### src/ccr_defines.vh
// register offsets, field positions and reset values for the clock ratio block
// assumes a 32-bit axi4-lite slave with word-aligned registers
`ifndef CCR_DEFINES_VH
`define CCR_DEFINES_VH

// ----------------------------------------------------------------
// register map
// ----------------------------------------------------------------
`define CCR_OFS_OUT_CLK_CTRL 4'h0
`define CCR_OFS_STATUS 4'h4
`define CCR_OFS_RATIO 4'h8

// ----------------------------------------------------------------
// status register fields
// ----------------------------------------------------------------
`define CCR_ST_HOST_BIT 0
`define CCR_ST_HALVE_BIT 1
`define CCR_ST_VALID_BIT 2
`define CCR_ST_LOCK_BIT 3

// ----------------------------------------------------------------
// ratio register fields
// ----------------------------------------------------------------
`define CCR_RT_PMF_LSB 0
`define CCR_RT_CSB_LSB 8
`define CCR_RT_CORE_LSB 16

// ----------------------------------------------------------------
// reset values, codes, counts
// ----------------------------------------------------------------
`define CCR_OCC_RESET 8'h00
`define CCR_RESP_OKAY 2'b00
`define CCR_RESP_SLVERR 2'b10
`define CCR_PMF_LOW_MIN 4'h6
`define CCR_PMF_LOW_WRAP 4'h0
`define CCR_RATIO_WRAP 5'h10
`define CCR_PMF_HIGH_MIN 4'h2
`define CCR_PMF_HIGH_MAX 4'h8
`define CCR_LOCK_CYCLES 5'h10

`endif

### src/ccr_clock_ratio.v
// clock source selection, bus clock dividers and ratio configuration
// assumes all pins synchronous to core_clk; the ref clocks are sampled
// as levels, so they must run well below half of core_clk
`timescale 1ns/10ps
`include "ccr_defines.vh"

// Summary of operation
// - host mode uses the primary oscillator, agent mode the agent clock
// - in host mode the primary input feeds halver and output muxes
// - sync feedback output carries full or half clock per halving strap
// - each bus clock output picks full or half per its divide select bit
// - strap low: multiplier codes 6..15 give 6..15, code 0 gives 16
// - strap high: codes 2..8 give ratios 4 through 16 in steps of two
// - core clock ratio comes from the reset configuration core field
// - core clock generator locks as a slave to the bus clock
module ccr_clock_ratio #(
    parameter NBUS = 5,
    parameter CORE_W = 7
) (
    input wire core_clk,
    input wire reset,
    input wire host_mode_strap,
    input wire primary_osc_input,
    input wire agent_clk_input,
    input wire input_halving_strap,
    input wire [3:0] platform_multiplier_field,
    input wire [CORE_W-1:0] core_ratio_field,
    output reg sync_feedback_out_r,
    output reg [NBUS-1:0] bus_clk_out_r,
    output reg [4:0] csb_ratio_r,
    output reg [CORE_W-1:0] core_ratio_r,
    output reg core_locked_r,
    input wire [3:0] s_axi_awaddr,
    input wire s_axi_awvalid,
    output reg s_axi_awready,
    input wire [31:0] s_axi_wdata,
    input wire [3:0] s_axi_wstrb,
    input wire s_axi_wvalid,
    output reg s_axi_wready,
    output reg [1:0] s_axi_bresp,
    output reg s_axi_bvalid,
    input wire s_axi_bready,
    input wire [3:0] s_axi_araddr,
    input wire s_axi_arvalid,
    output reg s_axi_arready,
    output reg [31:0] s_axi_rdata,
    output reg [1:0] s_axi_rresp,
    output reg s_axi_rvalid,
    input wire s_axi_rready
);

    // ------------------------------------------------------------
    // ratio decode
    // ------------------------------------------------------------
    function [4:0] ccr_csb_ratio;
        input halve;
        input [3:0] pmf;
        begin
            ccr_csb_ratio = 5'h00;
            if (!halve) begin
                if (pmf >= `CCR_PMF_LOW_MIN)
                    ccr_csb_ratio = {1'b0, pmf};
                else if (pmf == `CCR_PMF_LOW_WRAP)
                    ccr_csb_ratio = `CCR_RATIO_WRAP;
            end else if (pmf >= `CCR_PMF_HIGH_MIN &&
                         pmf <= `CCR_PMF_HIGH_MAX) begin
                ccr_csb_ratio = {pmf, 1'b0};
            end
        end
    endfunction

    // ------------------------------------------------------------
    // latched configuration
    // ------------------------------------------------------------
    reg host_r;
    reg halve_r;
    reg [3:0] pmf_r;
    reg [4:0] lock_cnt_r;
    reg [NBUS-1:0] occ_r;
    // reset pattern is one byte wide, so NBUS must stay at 8 or below
    wire [7:0] occ_rst = `CCR_OCC_RESET;

    // sampled every cycle of reset so the last level before release wins
    always @(posedge core_clk) begin
        if (reset) begin
            host_r <= host_mode_strap;
            halve_r <= input_halving_strap;
            pmf_r <= platform_multiplier_field;
            core_ratio_r <= core_ratio_field;
            csb_ratio_r <= ccr_csb_ratio(input_halving_strap,
                                         platform_multiplier_field);
        end
    end

    // lock waits on a valid bus ratio; unlisted core codes are not checked
    always @(posedge core_clk) begin
        if (reset) begin
            lock_cnt_r <= 5'h00;
            core_locked_r <= 1'b0;
        end else if (csb_ratio_r != 5'h00) begin
            if (lock_cnt_r == `CCR_LOCK_CYCLES)
                core_locked_r <= 1'b1;
            else
                lock_cnt_r <= lock_cnt_r + 5'h01;
        end
    end

    // ------------------------------------------------------------
    // source select and halving
    // ------------------------------------------------------------
    reg ref_r;
    reg ref_d_r;
    reg half_r;
    wire ref_nxt = host_r ? primary_osc_input : agent_clk_input;

    // reference pipe runs through reset too: a cleared stage would turn
    // a reference already high at release into a false rising edge
    always @(posedge core_clk) begin
        ref_r <= ref_nxt;
        ref_d_r <= ref_r;
        if (reset)
            half_r <= 1'b0;
        else if (ref_r && !ref_d_r)
            half_r <= ~half_r;
    end

    always @(posedge core_clk) begin
        if (reset)
            sync_feedback_out_r <= 1'b0;
        else
            sync_feedback_out_r <= halve_r ? half_r : ref_d_r;
    end

    // ------------------------------------------------------------
    // bus clock outputs
    // ------------------------------------------------------------
    // one mux per output; a divide select bit of 1 picks the half clock
    wire [NBUS-1:0] bus_clk_nxt;
    genvar gi;
    generate
        for (gi = 0; gi < NBUS; gi = gi + 1) begin : g_bus
            assign bus_clk_nxt[gi] = occ_r[gi] ? half_r : ref_d_r;
        end
    endgenerate

    // whole vector in one process, so each output bit has one driver
    always @(posedge core_clk) begin
        if (reset)
            bus_clk_out_r <= {NBUS{1'b0}};
        else
            bus_clk_out_r <= bus_clk_nxt;
    end

    // ------------------------------------------------------------
    // axi4-lite slave
    // ------------------------------------------------------------
    // one write and one read at a time; a pending response blocks a take
    wire wr_go = s_axi_awvalid && s_axi_wvalid && !s_axi_bvalid &&
                 !s_axi_awready;
    wire rd_go = s_axi_arvalid && !s_axi_rvalid && !s_axi_arready;
    wire [31:0] st_word = {28'h0000000, core_locked_r,
                           (csb_ratio_r != 5'h00), halve_r, host_r};
    wire [31:0] rt_word = {{(16 - CORE_W){1'b0}}, core_ratio_r,
                           3'h0, csb_ratio_r, 4'h0, pmf_r};

    always @(posedge core_clk) begin
        if (reset) begin
            occ_r <= occ_rst[NBUS-1:0];
            s_axi_awready <= 1'b0;
            s_axi_wready <= 1'b0;
            s_axi_bvalid <= 1'b0;
            s_axi_bresp <= `CCR_RESP_OKAY;
        end else begin
            s_axi_awready <= wr_go;
            s_axi_wready <= wr_go;
            if (wr_go) begin
                s_axi_bvalid <= 1'b1;
                if (s_axi_awaddr == `CCR_OFS_OUT_CLK_CTRL) begin
                    s_axi_bresp <= `CCR_RESP_OKAY;
                    if (s_axi_wstrb[0])
                        occ_r <= s_axi_wdata[NBUS-1:0];
                end else if (s_axi_awaddr == `CCR_OFS_STATUS ||
                             s_axi_awaddr == `CCR_OFS_RATIO) begin
                    s_axi_bresp <= `CCR_RESP_OKAY;
                end else begin
                    s_axi_bresp <= `CCR_RESP_SLVERR;
                end
            end else if (s_axi_bvalid && s_axi_bready) begin
                s_axi_bvalid <= 1'b0;
            end
        end
    end

    always @(posedge core_clk) begin
        if (reset) begin
            s_axi_arready <= 1'b0;
            s_axi_rvalid <= 1'b0;
            s_axi_rdata <= 32'h00000000;
            s_axi_rresp <= `CCR_RESP_OKAY;
        end else begin
            s_axi_arready <= rd_go;
            if (rd_go) begin
                s_axi_rvalid <= 1'b1;
                s_axi_rresp <= `CCR_RESP_OKAY;
                if (s_axi_araddr == `CCR_OFS_OUT_CLK_CTRL)
                    s_axi_rdata <= {{(32 - NBUS){1'b0}}, occ_r};
                else if (s_axi_araddr == `CCR_OFS_STATUS)
                    s_axi_rdata <= st_word;
                else if (s_axi_araddr == `CCR_OFS_RATIO)
                    s_axi_rdata <= rt_word;
                else begin
                    s_axi_rdata <= 32'h00000000;
                    s_axi_rresp <= `CCR_RESP_SLVERR;
                end
            end else if (s_axi_rvalid && s_axi_rready) begin
                s_axi_rvalid <= 1'b0;
            end
        end
    end

endmodule

### config.mk
export PLATFORM = sky130hd
export DESIGN_NAME = ccr_clock_ratio
export DESIGN_NICKNAME = d
export VERILOG_FILES = /design/src/ccr_clock_ratio.v
export VERILOG_INCLUDE_DIRS = /design/src /design/src/src
export SDC_FILE = /design/constraint.sdc
export NUM_CORES = 1
export LEC_CHECK = 0
export BUFFER_PORTS_ARGS = -buffer_cell sky130_fd_sc_hd__clkbuf_2
export CORE_AREA = 2 2 80 82
export DETAILED_ROUTE_END_ITERATION = 12
export DIE_AREA = 0 0 82 84
export GPL_TIMING_DRIVEN = 1
export PLACE_DENSITY = 0.77
export SLEW_MARGIN = 20
export SYNTH_ARGS = -nofsm -noshare
export SYNTH_HDL_FRONTEND = slang
export SYNTH_SLANG_ARGS = --single-unit
### constraint.sdc
create_clock -name core_clk -period 1.57 [get_ports core_clk]
set_clock_uncertainty 0.05 [all_clocks]
set_input_delay 0.2355 -clock core_clk [delete_from_list [all_inputs] [get_ports core_clk]]
set_output_delay 0.2355 -clock core_clk [all_outputs]
set_load 0.02 [all_outputs]
# Yosys cells after proc, flatten, opt, wreduce, memory -nomap -nowiden
# Cells that the tools add are included.
dict set report totals {
  regBits 78
  in_bits 66
  out_inout_bits 60
  word_cells 78
}
dict set report classes {
  addsub 1
  magnitude_cmp 3
  n_eq_ne 5
  n_mux 23
  n_bitwise 2
  reduce_logical 24
}
# operator n
set ops {}
lappend ops {{$mux W23} 3}
lappend ops {{$mux W5} 4}
lappend ops {{$logic_not A4 Y1} 3}
lappend ops {{$mux W1} 11}
lappend ops {{$mux W2} 5}
lappend ops {{$logic_and A1 B1 Y1} 9}
lappend ops {{$eq A4 B3 Y1 const B} 2}
lappend ops {{$eq A4 B4 Y1 const B} 2}
lappend ops {{$add A5 B1 Y5 const B} 1}
lappend ops {{$eq A5 B5 Y1 const B} 1}
lappend ops {{$logic_not A1 Y1} 5}
lappend ops {{$reduce_bool A5 Y1} 1}
lappend ops {{$ge A4 B2 Y1 const B} 1}
lappend ops {{$ge A4 B3 Y1 const B} 1}
lappend ops {{$le A4 B4 Y1 const B} 1}
lappend ops {{$reduce_and A2 Y1} 2}
lappend ops {{$reduce_bool A2 Y1} 2}
lappend ops {{$reduce_and A3 Y1} 1}
lappend ops {{$not A1 Y1} 2}
lappend ops {{$logic_or A1 B1 Y1} 1}

# Logic depth before layout (Yosys ltp)
# Gate-level depths: netlist (run 1).
dict set report depth {
  word_depth 4
  ltp_mapped 5
  mapped_depth_nobuf 5
}

# Worst setup path after synthesis (run 1)
# Ideal clock, no wire load.
dict set report synth_path {
  kind {reg-to-reg}
  start {register csb_ratio_r[1]}
  end {register lock_cnt_r[0]}
  setup_time_ns 0.123
  arrival_ns 1.375
  path_slack_ns 0.022
  path_stages_with_launch 4
  path_buffers 0
  period_less_slack_ns 1.548
  path_cell_list {edfxtp_1 nor4_4 a21oi_1 mux2_1}
}
dict set report synth_via {
  elab_chain_cells 2
}
# item line_no
set synth_lines {}
lappend synth_lines {{from (decl)} ccr_clock_ratio.v:30} ;# output reg [4:0] csb_ratio_r,
lappend synth_lines {{from (signal assigned)} ccr_clock_ratio.v:90} ;# csb_ratio_r <= ccr_csb_ratio(input_halving_strap,
lappend synth_lines {{$reduce_bool A5 Y1} ccr_clock_ratio.v:100} ;# end else if (csb_ratio_r != 5'h00) begin
lappend synth_lines {{$reduce_and A2 Y1 (no line)} n/a}
lappend synth_lines {{to (signal assigned)} ccr_clock_ratio.v:104} ;# lock_cnt_r <= lock_cnt_r + 5'h01;
lappend synth_lines {{to (decl)} ccr_clock_ratio.v:78} ;# reg [4:0] lock_cnt_r;
# No other way between the ends.
# A chain may end at the register's enable or synchronous reset.

# Worst setup path after layout (run 1)
dict set report layout_path {
  start {register csb_ratio_r[4]}
  end {register lock_cnt_r[2]}
}
# The elaborated chain is that of the path after synthesis.

==> results of run 1 <==
## Yosys cell counts (2+ instances only)
cell type / count / area [µm²]
a21oi_1: 21 / 105.1
a222oi_1: 3 / 30.03
a22o_1: 3 / 26.28
buf_2: 3 / 15.01
buf_4: 18 / 135.1
buf_6: 2 / 22.52
clkbuf_1: 5 / 18.77
dfxtp_1: 43 / 860.8
edfxtp_1: 18 / 540.5
ha_1: 2 / 25.02
inv_1: 12 / 45.04
mux2_1: 4 / 45.04
mux2i_1: 12 / 120.1
nand2_1: 15 / 56.30
nand2b_1: 16 / 100.1
nand3_1: 16 / 80.08
nor2_1: 16 / 60.06
nor2b_1: 6 / 37.54
nor3_1: 2 / 10.01
nor4_1: 2 / 12.51
nor4_4: 3 / 63.81
o211ai_1: 2 / 15.01
o21ai_0: 2 / 10.01
## metal layers
metal | vias up | wire (µm) | part of all wire, %
met5 | - | 0 | 0
li1 | 1041 | - | -
met1 | 949 | 2427 | 43
met4 | 0 | 167 | 3.0
met3 | 15 | 397 | 7.1
met2 | 76 | 2630 | 47
## cell families after synthesis
kind of cell    Yosys count  synth area share [%]
xor+xnor                  2                0.6562
flops                    61                 52.48
mux                      17                 6.607
simple gates             86                 20.57
fa+ha+maj                 2                0.9371
compound gates           37                 9.607
buf+inv                  41                 8.997
other cells               1                0.1404
## cell type report
| cell class | instances | area [µm²] | area share, % |
|---|---|---|---|
| Multi-Input combinational cell | 161 | 1112 | 31.96 |
| Clock inverter | 6 | 87.58 | 2.516 |
| Timing Repair Buffer | 104 | 610.6 | 17.54 |
| Tap cell | 77 | 96.34 | 2.768 |
| Inverter | 12 | 45.04 | 1.294 |
| Clock buffer | 10 | 127.6 | 3.666 |
| Sequential cell | 61 | 1401 | 40.26 |
## flip-flops by register name (all words and copies together) (netlist names), 4 cells and up
name and flops:
bus_clk_out_r 5, core_ratio_r 7, csb_ratio_r 5, lock_cnt_r 5, occ_r 5, pmf_r 4
s_axi_rdata 17
## cells in the final DEF, fill, tap and decap left out, drive strengths merged, types with 4 or more instances in the layout
cell type / instances
mux2: 5
a21oi: 21
nand2: 15
clkbuf: 88
dfxtp: 43
dlygate4sd3: 5
inv: 12
nand2b: 16
nor4: 6
nand3: 16
edfxtp: 18
clkinv: 4
buf: 21
nor2b: 6
mux2i: 12
conb: 17
nor2: 16
## through the flow
step                setup TNS (ns)  cell area (µm²)  power (µW)
finish                           0             3481        3784
detailed placement        -0.03035             3184        2280
global placement                 0             3184        2265
CTS                              0             3456        3807
floorplan                        0             2730        2101
global route             -0.004068             3481        3924
## worst paths after layout
check	end	slack, ns	depth (start not counted)
max	lock_cnt_r[2]$_SDFFE_PP0P_	0.09	4
min	host_r$_DFFE_PP_	0.02	1
max reg2reg	lock_cnt_r[2]$_SDFFE_PP0P_	0.09	4
min reg2reg	ref_d_r$_DFF_P_	0.33	0
## power by group through the flow
stage	Clock, µW	Sequential, µW	Combinational [µW]
2_1_floorplan	0	1860	244
3_3_place_gp	0	1800	469
3_5_place_dp	0	1800	480
4_1_cts	1550	1770	493
5_1_grt	1610	1780	541
6_report	1520	1770	496
## worst register-to-register path, delay by kind of cell, from the launching register on
family,cells,cell delay [ns]
DFF,1,0.46
buffers and inverters,1,0.18
AOI/OAI and AO/OA,1,0.07
muxes,1,0.32
and+or+nand+nor,1,0.29
## timing repair
action,4_1_cts,5_1_grt
gates cloned,0,0
resized for setup,1,3
pin swaps,0,1
hold buffers,5,0
endpoints found under the hold margin,5,0
endpoints found under the setup margin,2,2
setup buffers,0,1
==> flow_metrics.tcl, run 1 <==
set metrics [dict create \
    status "finished, final reports clean" \
    drive_above_1_share_pct 36.16 \
    numPortBuffers 78 \
    p_sw_share_pct 25.90 \
    clkLatencyLatePin_ns 0.34 \
    critPathLaunch "csb_ratio_r[4]$_DFFE_PP_" \
    yosysSeqAreaShare_pct 52.48 \
    crit_chain "nor4_4 > buf_4 > a211oi_2 > mux2_1" \
    maxCapViolations 0 \
    viasPerCell 4.828 \
    clock_sinks 61 \
    final_core_util_pct 57.10 \
    drtAntennaViolNets 0 \
    ir_worst_vdd_mv 0.6445 \
    drc 0 \
    yosys_warnings 0 \
    timing.rr.start "csb_ratio_r[4]$_DFFE_PP_" \
    yosysUniqueCellTypes 44 \
    vias 2081 \
    hp-class "primary input to flop" \
    fin_nets 417 \
    seq_power_share_pct 46.7 \
    slew_violations 0 \
    crit_type "flop to flop" \
    fp-row-count 29 \
    grt_pass1_wl_um 9018 \
    hold_viol 0 \
    required_ns 1.76 \
    top_usage_layer "met2" \
    ys.flop_type "dfxtp_1" \
    antenna_found_initial 0 \
    initial_core_util_pct 43.80 \
    grt_overflow 0 \
    cp_max_fo 6 \
    holdWs_ns 0.01814 \
    grt_pass1_vias 1999 \
    wl_per_cell_um 13.05 \
    cp_top_family "flip-flops" \
    clkTransAtPathRegs_ns 0.07 \
    use_met1_pct 20.28 \
    ios 126 \
    async_flop_share_pct 0 \
    end_kind "flop" \
    cp_slowest_cell "edfxtp_1" \
    dp.cells 409 \
    grtUsageMet2_pct 28.09 \
    grt_max_degree 18 \
    firstDrtPassIters 4 \
    h-tree-depth 3 \
    slowest_delay_ns 0.46 \
    arrival_ns 1.67 \
    synth_edf_count 18 \
    drt_iter0_drc 71 \
    grt_use_met3_pct 5.303 \
    syn_to_final_growth_pct 30.37 \
    finalWorstSetupSlack_ns 0.08842 \
    start_kind "flop" \
    fill_cells 512 \
    grt.total_usage_pct 17.57 \
    clockBufferDepth 2 \
    post-place-ws_ns -0.03035 \
    hpwl_um 4196 \
    core_area_um2 6096 \
    cts_buffers 9 \
    path_buf_inv 1 \
    drt_wl_total_um 5623 \
    place_congestion 0.7348 \
    cts_tree "built" \
    p_per_area_nw_per_um2 1087 \
    fin_crit_sh_pct 94.37 \
    fp.dieH_um 84 \
    pwr-share-clk_pct 40.2 \
    cts.root.buffer_cell "clkbuf_8" \
    fp.dieW_um 82 \
    syn_avg_cell_area_um2 10.81 \
    leakage_uw 0.001479 \
    ys_seq_elements 61 \
    insertedDiodeCount 0 \
    netlist_area_um2 2670 \
    p_int_uw 2804 \
    dieArea_um2 6888 \
    combPwrFrac_pct 13.1 \
    final_cells 431 \
    min-delay-start "host_mode_strap" \
    fmaxAchievable_mhz 675.0 \
    setup_viol 0 \
    p_switching_uw 979.9 \
    min_period_ns 1.482 \
    synthCells 247 \
]
No activity file was read; power rests on OpenSTA's default activity.
==> inputs of run 2 (changes only) <==
Settings changed: MAX_ROUTING_LAYER set to met4.
==> flow_metrics.tcl, run 2 (same netlist as run 1, synthesis figures left out) <==
set metrics [dict create \
    status "finished, final reports clean" \
    layout_top_registers "s_axi_rdata x17, core_ratio_r x7" \
    antenna_found_initial 0 \
    ir_worst_vdd_mv 0.6446 \
    hold_viol 0 \
    holdWs_ns 0.01769 \
    fin_tns_setup_ns 0 \
    largest_register "s_axi_rdata" \
    numPortBuffers 78 \
    fp.dieW_um 82 \
    seq_power_share_pct 46.6 \
    p_per_area_nw_per_um2 1087 \
    core_area_um2 6096 \
    postLayoutCellArea_um2 3481 \
    clockBufferDepth 2 \
    leakage_uw 0.001479 \
    end_kind "flop" \
    cp_max_fo 6 \
    place_congestion 0.7439 \
    drc 0 \
    holdPathStages 1 \
    pwr-share-clk_pct 40.2 \
    final_cells 431 \
    final_core_util_pct 57.10 \
    dp.cells 409 \
    h-tree-depth 3 \
    placed_area_um2 3184 \
    fp-row-count 29 \
    grt_pass1_wl_um 9025 \
    drtAntennaViolNets 0 \
    ios 126 \
    final_cell_mix "78 x clkbuf_2, 43 x dfxtp_1, 20 x a21oi_1, 20 x buf_4, 18 x edfxtp_1" \
    r2r_cells 4 \
    wl_per_cell_um 13.07 \
    drt_iter0_drc 77 \
    p_int_uw 2804 \
    viasPerCell 4.826 \
    syn_to_final_growth_pct 30.37 \
    clkLatencyLatePin_ns 0.35 \
    p_sw_share_pct 25.92 \
    grt_max_degree 18 \
    drt_wl_total_um 5633 \
    dieArea_um2 6888 \
    grt_overflow 0 \
    firstDrtPassIters 4 \
    cts.root.buffer_cell "clkbuf_8" \
    cts_buffers 9 \
    fmaxAchievable_mhz 675.0 \
    drive_above_1_share_pct 36.16 \
    setup_viol 0 \
    clkTransAtPathRegs_ns 0.07 \
    hpwl_um 4196 \
    start_kind "flop" \
    maxCapViolations 0 \
    slew_violations 0 \
    min_period_ns 1.482 \
    cts_tree "built" \
    vias 2080 \
    required_ns 1.75 \
    insertedDiodeCount 0 \
    ff2ff_setup_slack_ns 0.09 \
    fin_nets 417 \
    hp-class "primary input to flop" \
    p_switching_uw 981.2 \
    fp.dieH_um 84 \
    layout_commonest_cell "clkbuf_2" \
    initial_core_util_pct 43.80 \
    combPwrFrac_pct 13.1 \
    largest_reg_flops 17 \
    grt_pass1_vias 1994 \
    fin_crit_sh_pct 94.37 \
    grt.total_usage_pct 18.05 \
    crit_type "flop to flop" \
    clock_sinks 61 \
    arrival_ns 1.66 \
]
-- run 2: worst paths after layout --
check	startpoint	endpoint
setup / recovery	csb_ratio_r[4]$_DFFE_PP_	lock_cnt_r[0]$_SDFFE_PP0P_
hold / removal	core_ratio_field[6]	core_ratio_r[6]$_DFFE_PP_
setup reg to reg	csb_ratio_r[4]$_DFFE_PP_	lock_cnt_r[0]$_SDFFE_PP0P_
hold reg to reg	ref_r$_DFF_P_	ref_d_r$_DFF_P_
-- run 2: final cells by class --
cell class / count / area (µm²)
Tap cell: 77 / 96.34
Inverter: 12 / 45.04
Sequential cell: 61 / 1401
Multi-Input combinational cell: 161 / 1112
Fill cell: 512 / 2615
Clock buffer: 10 / 127.6
Timing Repair Buffer: 104 / 610.6
Clock inverter: 6 / 87.58
-- run 2: worst max-delay path, stage by stage (launching register included) --
cell	delay, ns
edfxtp_1	0.46
nor4_4	0.29
buf_4	0.18
a21oi_2	0.08
mux2_1	0.31
-- run 2: timing repair --
| item | in CTS | in global routing |
|---|---|---|
| pin swaps | 0 | 1 |
| endpoints found under the setup margin | 2 | 2 |
| hold buffers | 5 | 0 |
| setup buffers | 0 | 1 |
| resized for setup | 1 | 3 |
| endpoints found under the hold margin | 5 | 0 |
-- run 2: layer usage --
metal,GRT usage (%),wire length [µm],vias up
met3,5.952,395,14
met1,20.28,2428,950
met5,-,0,-
met4,9.545,163,0
met2,28.09,2645,76
li1,-,-,1040
-- run 2: power groups by stage --
stage | registers, µW | clock network [µW] | logic (µW)
3_3_place_gp | 1800 | 0 | 469
4_1_cts | 1770 | 1550 | 493
5_1_grt | 1780 | 1610 | 541
6_report | 1770 | 1520 | 496
3_5_place_dp | 1800 | 0 | 480
2_1_floorplan | 1860 | 0 | 244
-- run 2: stage by stage --
step                      worst slack, ns  power, µW
after floorplan                   0.02185       2101
after global placement            0.05833       2265
after CTS                         0.03920       3807
after detailed placement         -0.03035       2280
after global routing            -0.003598       3926
final                             0.08845       3785
==> inputs of run 3 (changes only) <==
Settings changed: CORE_AREA 2 2 80 82 to 2 2 91 71, DIE_AREA 0 0 82 84 to 0 0 93 73, PLACE_DENSITY 0.77 to 0.78, SETUP_SLACK_MARGIN set to 0.15.
==> flow_metrics.tcl, run 3 (same netlist as run 1, synthesis figures left out) <==
set metrics [dict create \
    status "finished, final reports clean" \
    drive_above_1_share_pct 38.57 \
    slew_violations 0 \
    combPwrFrac_pct 14.9 \
    ios 126 \
    cp_top_family "flip-flops" \
    largest_register "s_axi_rdata" \
    arrival_ns 1.64 \
    fin_nets 414 \
    hp-class "primary input to flop" \
    start_kind "flop" \
    p_per_area_nw_per_um2 981.1 \
    dieArea_um2 6789 \
    drt_iter0_drc 91 \
    hold_viol 0 \
    cp_max_fo 6 \
    cts_tree "built" \
    slowest_delay_ns 0.43 \
    fp.dieH_um 73 \
    grt_pass1_wl_um 8487 \
    drt_wl_total_um 5674 \
    insertedDiodeCount 0 \
    rsz0062_at_grt "yes" \
    wl_per_cell_um 13.16 \
    hold_buffers 0 \
    grt_max_degree 23 \
    drtAntennaViolNets 0 \
    viasPerCell 4.726 \
    crit_chain "nor4_4 > buf_6 > a211oi_2 > mux2_1" \
    grt_overflow 0 \
    fin_crit_sh_pct 93.96 \
    clkLatencyLatePin_ns 0.33 \
    final_cell_mix "78 x clkbuf_2, 40 x dfxtp_1, 21 x buf_4" \
    p_switching_uw 890.6 \
    fp-row-count 25 \
    fp.dieW_um 93 \
    initial_core_util_pct 44.46 \
    end_kind "flop" \
    clkTransAtPathRegs_ns 0.06 \
    hpwl_um 4150 \
    grtUsageMet2_pct 26.65 \
    fill_cells 569 \
    cts.root.buffer_cell "clkbuf_8" \
    clock_sinks 61 \
    leakage_uw 0.001433 \
    drc 0 \
    antenna_found_initial 0 \
    p_sw_share_pct 26.64 \
    layout_commonest_cell "clkbuf_2" \
    numPortBuffers 78 \
    grt.total_usage_pct 16.97 \
    use_met1_pct 20.22 \
    grt_use_met3_pct 7.645 \
    crit_type "flop to flop" \
    pwr-share-clk_pct 32.3 \
    seq_power_share_pct 52.8 \
    cp_slowest_cell "edfxtp_1" \
    maxCapViolations 0 \
    firstDrtPassIters 4 \
    largest_reg_flops 17 \
    setup_viol 0 \
    cts_buffers 9 \
    seqCellArea_um2 1405 \
    core_area_um2 6006 \
    min_period_ns 1.475 \
    syn_to_final_growth_pct 27.60 \
    multi_input_area_um2 1137 \
    grt_pass1_vias 1857 \
    ir_worst_vdd_mv 0.5505 \
    path_buf_inv 1 \
    vias 2037 \
    layout_top_registers "s_axi_rdata x17, core_ratio_r x7" \
    fin_tns_setup_ns 0 \
    top_usage_layer "met2" \
    fmaxAchievable_mhz 677.9 \
    p_int_uw 2452 \
    place_congestion 0.8030 \
    required_ns 1.74 \
    final_core_util_pct 56.73 \
    clockBufferDepth 2 \
    h-tree-depth 3 \
]
run 3: final timing paths:
check             slack, ns                startpoint                         end  cells past startpoint
hold reg to reg        0.30             ref_r$_DFF_P_             ref_d_r$_DFF_P_                      0
setup reg to reg       0.09  csb_ratio_r[4]$_DFFE_PP_  lock_cnt_r[2]$_SDFFE_PP0P_                      4
hold / removal         0.03       core_ratio_field[1]   core_ratio_r[1]$_DFFE_PP_                      1
setup / recovery       0.09  csb_ratio_r[4]$_DFFE_PP_  lock_cnt_r[2]$_SDFFE_PP0P_                      4
run 3: layout make-up:
class,count,share of cell area (%)
flip-flops and latches,61,41.24
multi-input cells,161,33.38
repair buffers,101,16.75
clock buffers,11,3.856
well taps,81,2.975
inverters,12,1.322
clock inverters,4,0.4774
run 3: per-layer routing:
layer / share of wire [%] / wire length [µm]
met1: 44 / 2502
met2: 47 / 2660
met3: 8.7 / 494
met4: 0.28 / 16
met5: 0 / 0
run 3: power by group through the flow:
stage / logic [µW] / registers, µW / clock network, µW
after global routing: 540 / 1770 / 1190
after CTS: 494 / 1770 / 1110
after detailed placement: 477 / 1800 / 0
after global placement: 469 / 1800 / 0
final: 497 / 1760 / 1080
after floorplan: 245 / 1860 / 0
run 3: metrics by stage:
stage	total power, µW	worst slack, ns	area (µm²)	hold slack (ns)	std cells
3_3_place_gp	2265	0.02907	3198	0.2954	415
4_1_cts	3366	0.1303	3391	0.01508	431
5_1_grt	3500	0.03982	3407	0.009479	431
3_5_place_dp	2276	0.002977	3198	0.2948	415
2_1_floorplan	2102	0.02314	2736	0.2735	263
6_report	3343	0.09488	3407	0.03004	431
run 3: what timing repair did:
item / in CTS / in global routing
endpoints found under the setup margin: 7 / 7
setup buffers: 1 / 0
pin swaps: 5 / 3
gates resized for setup: 11 / 4
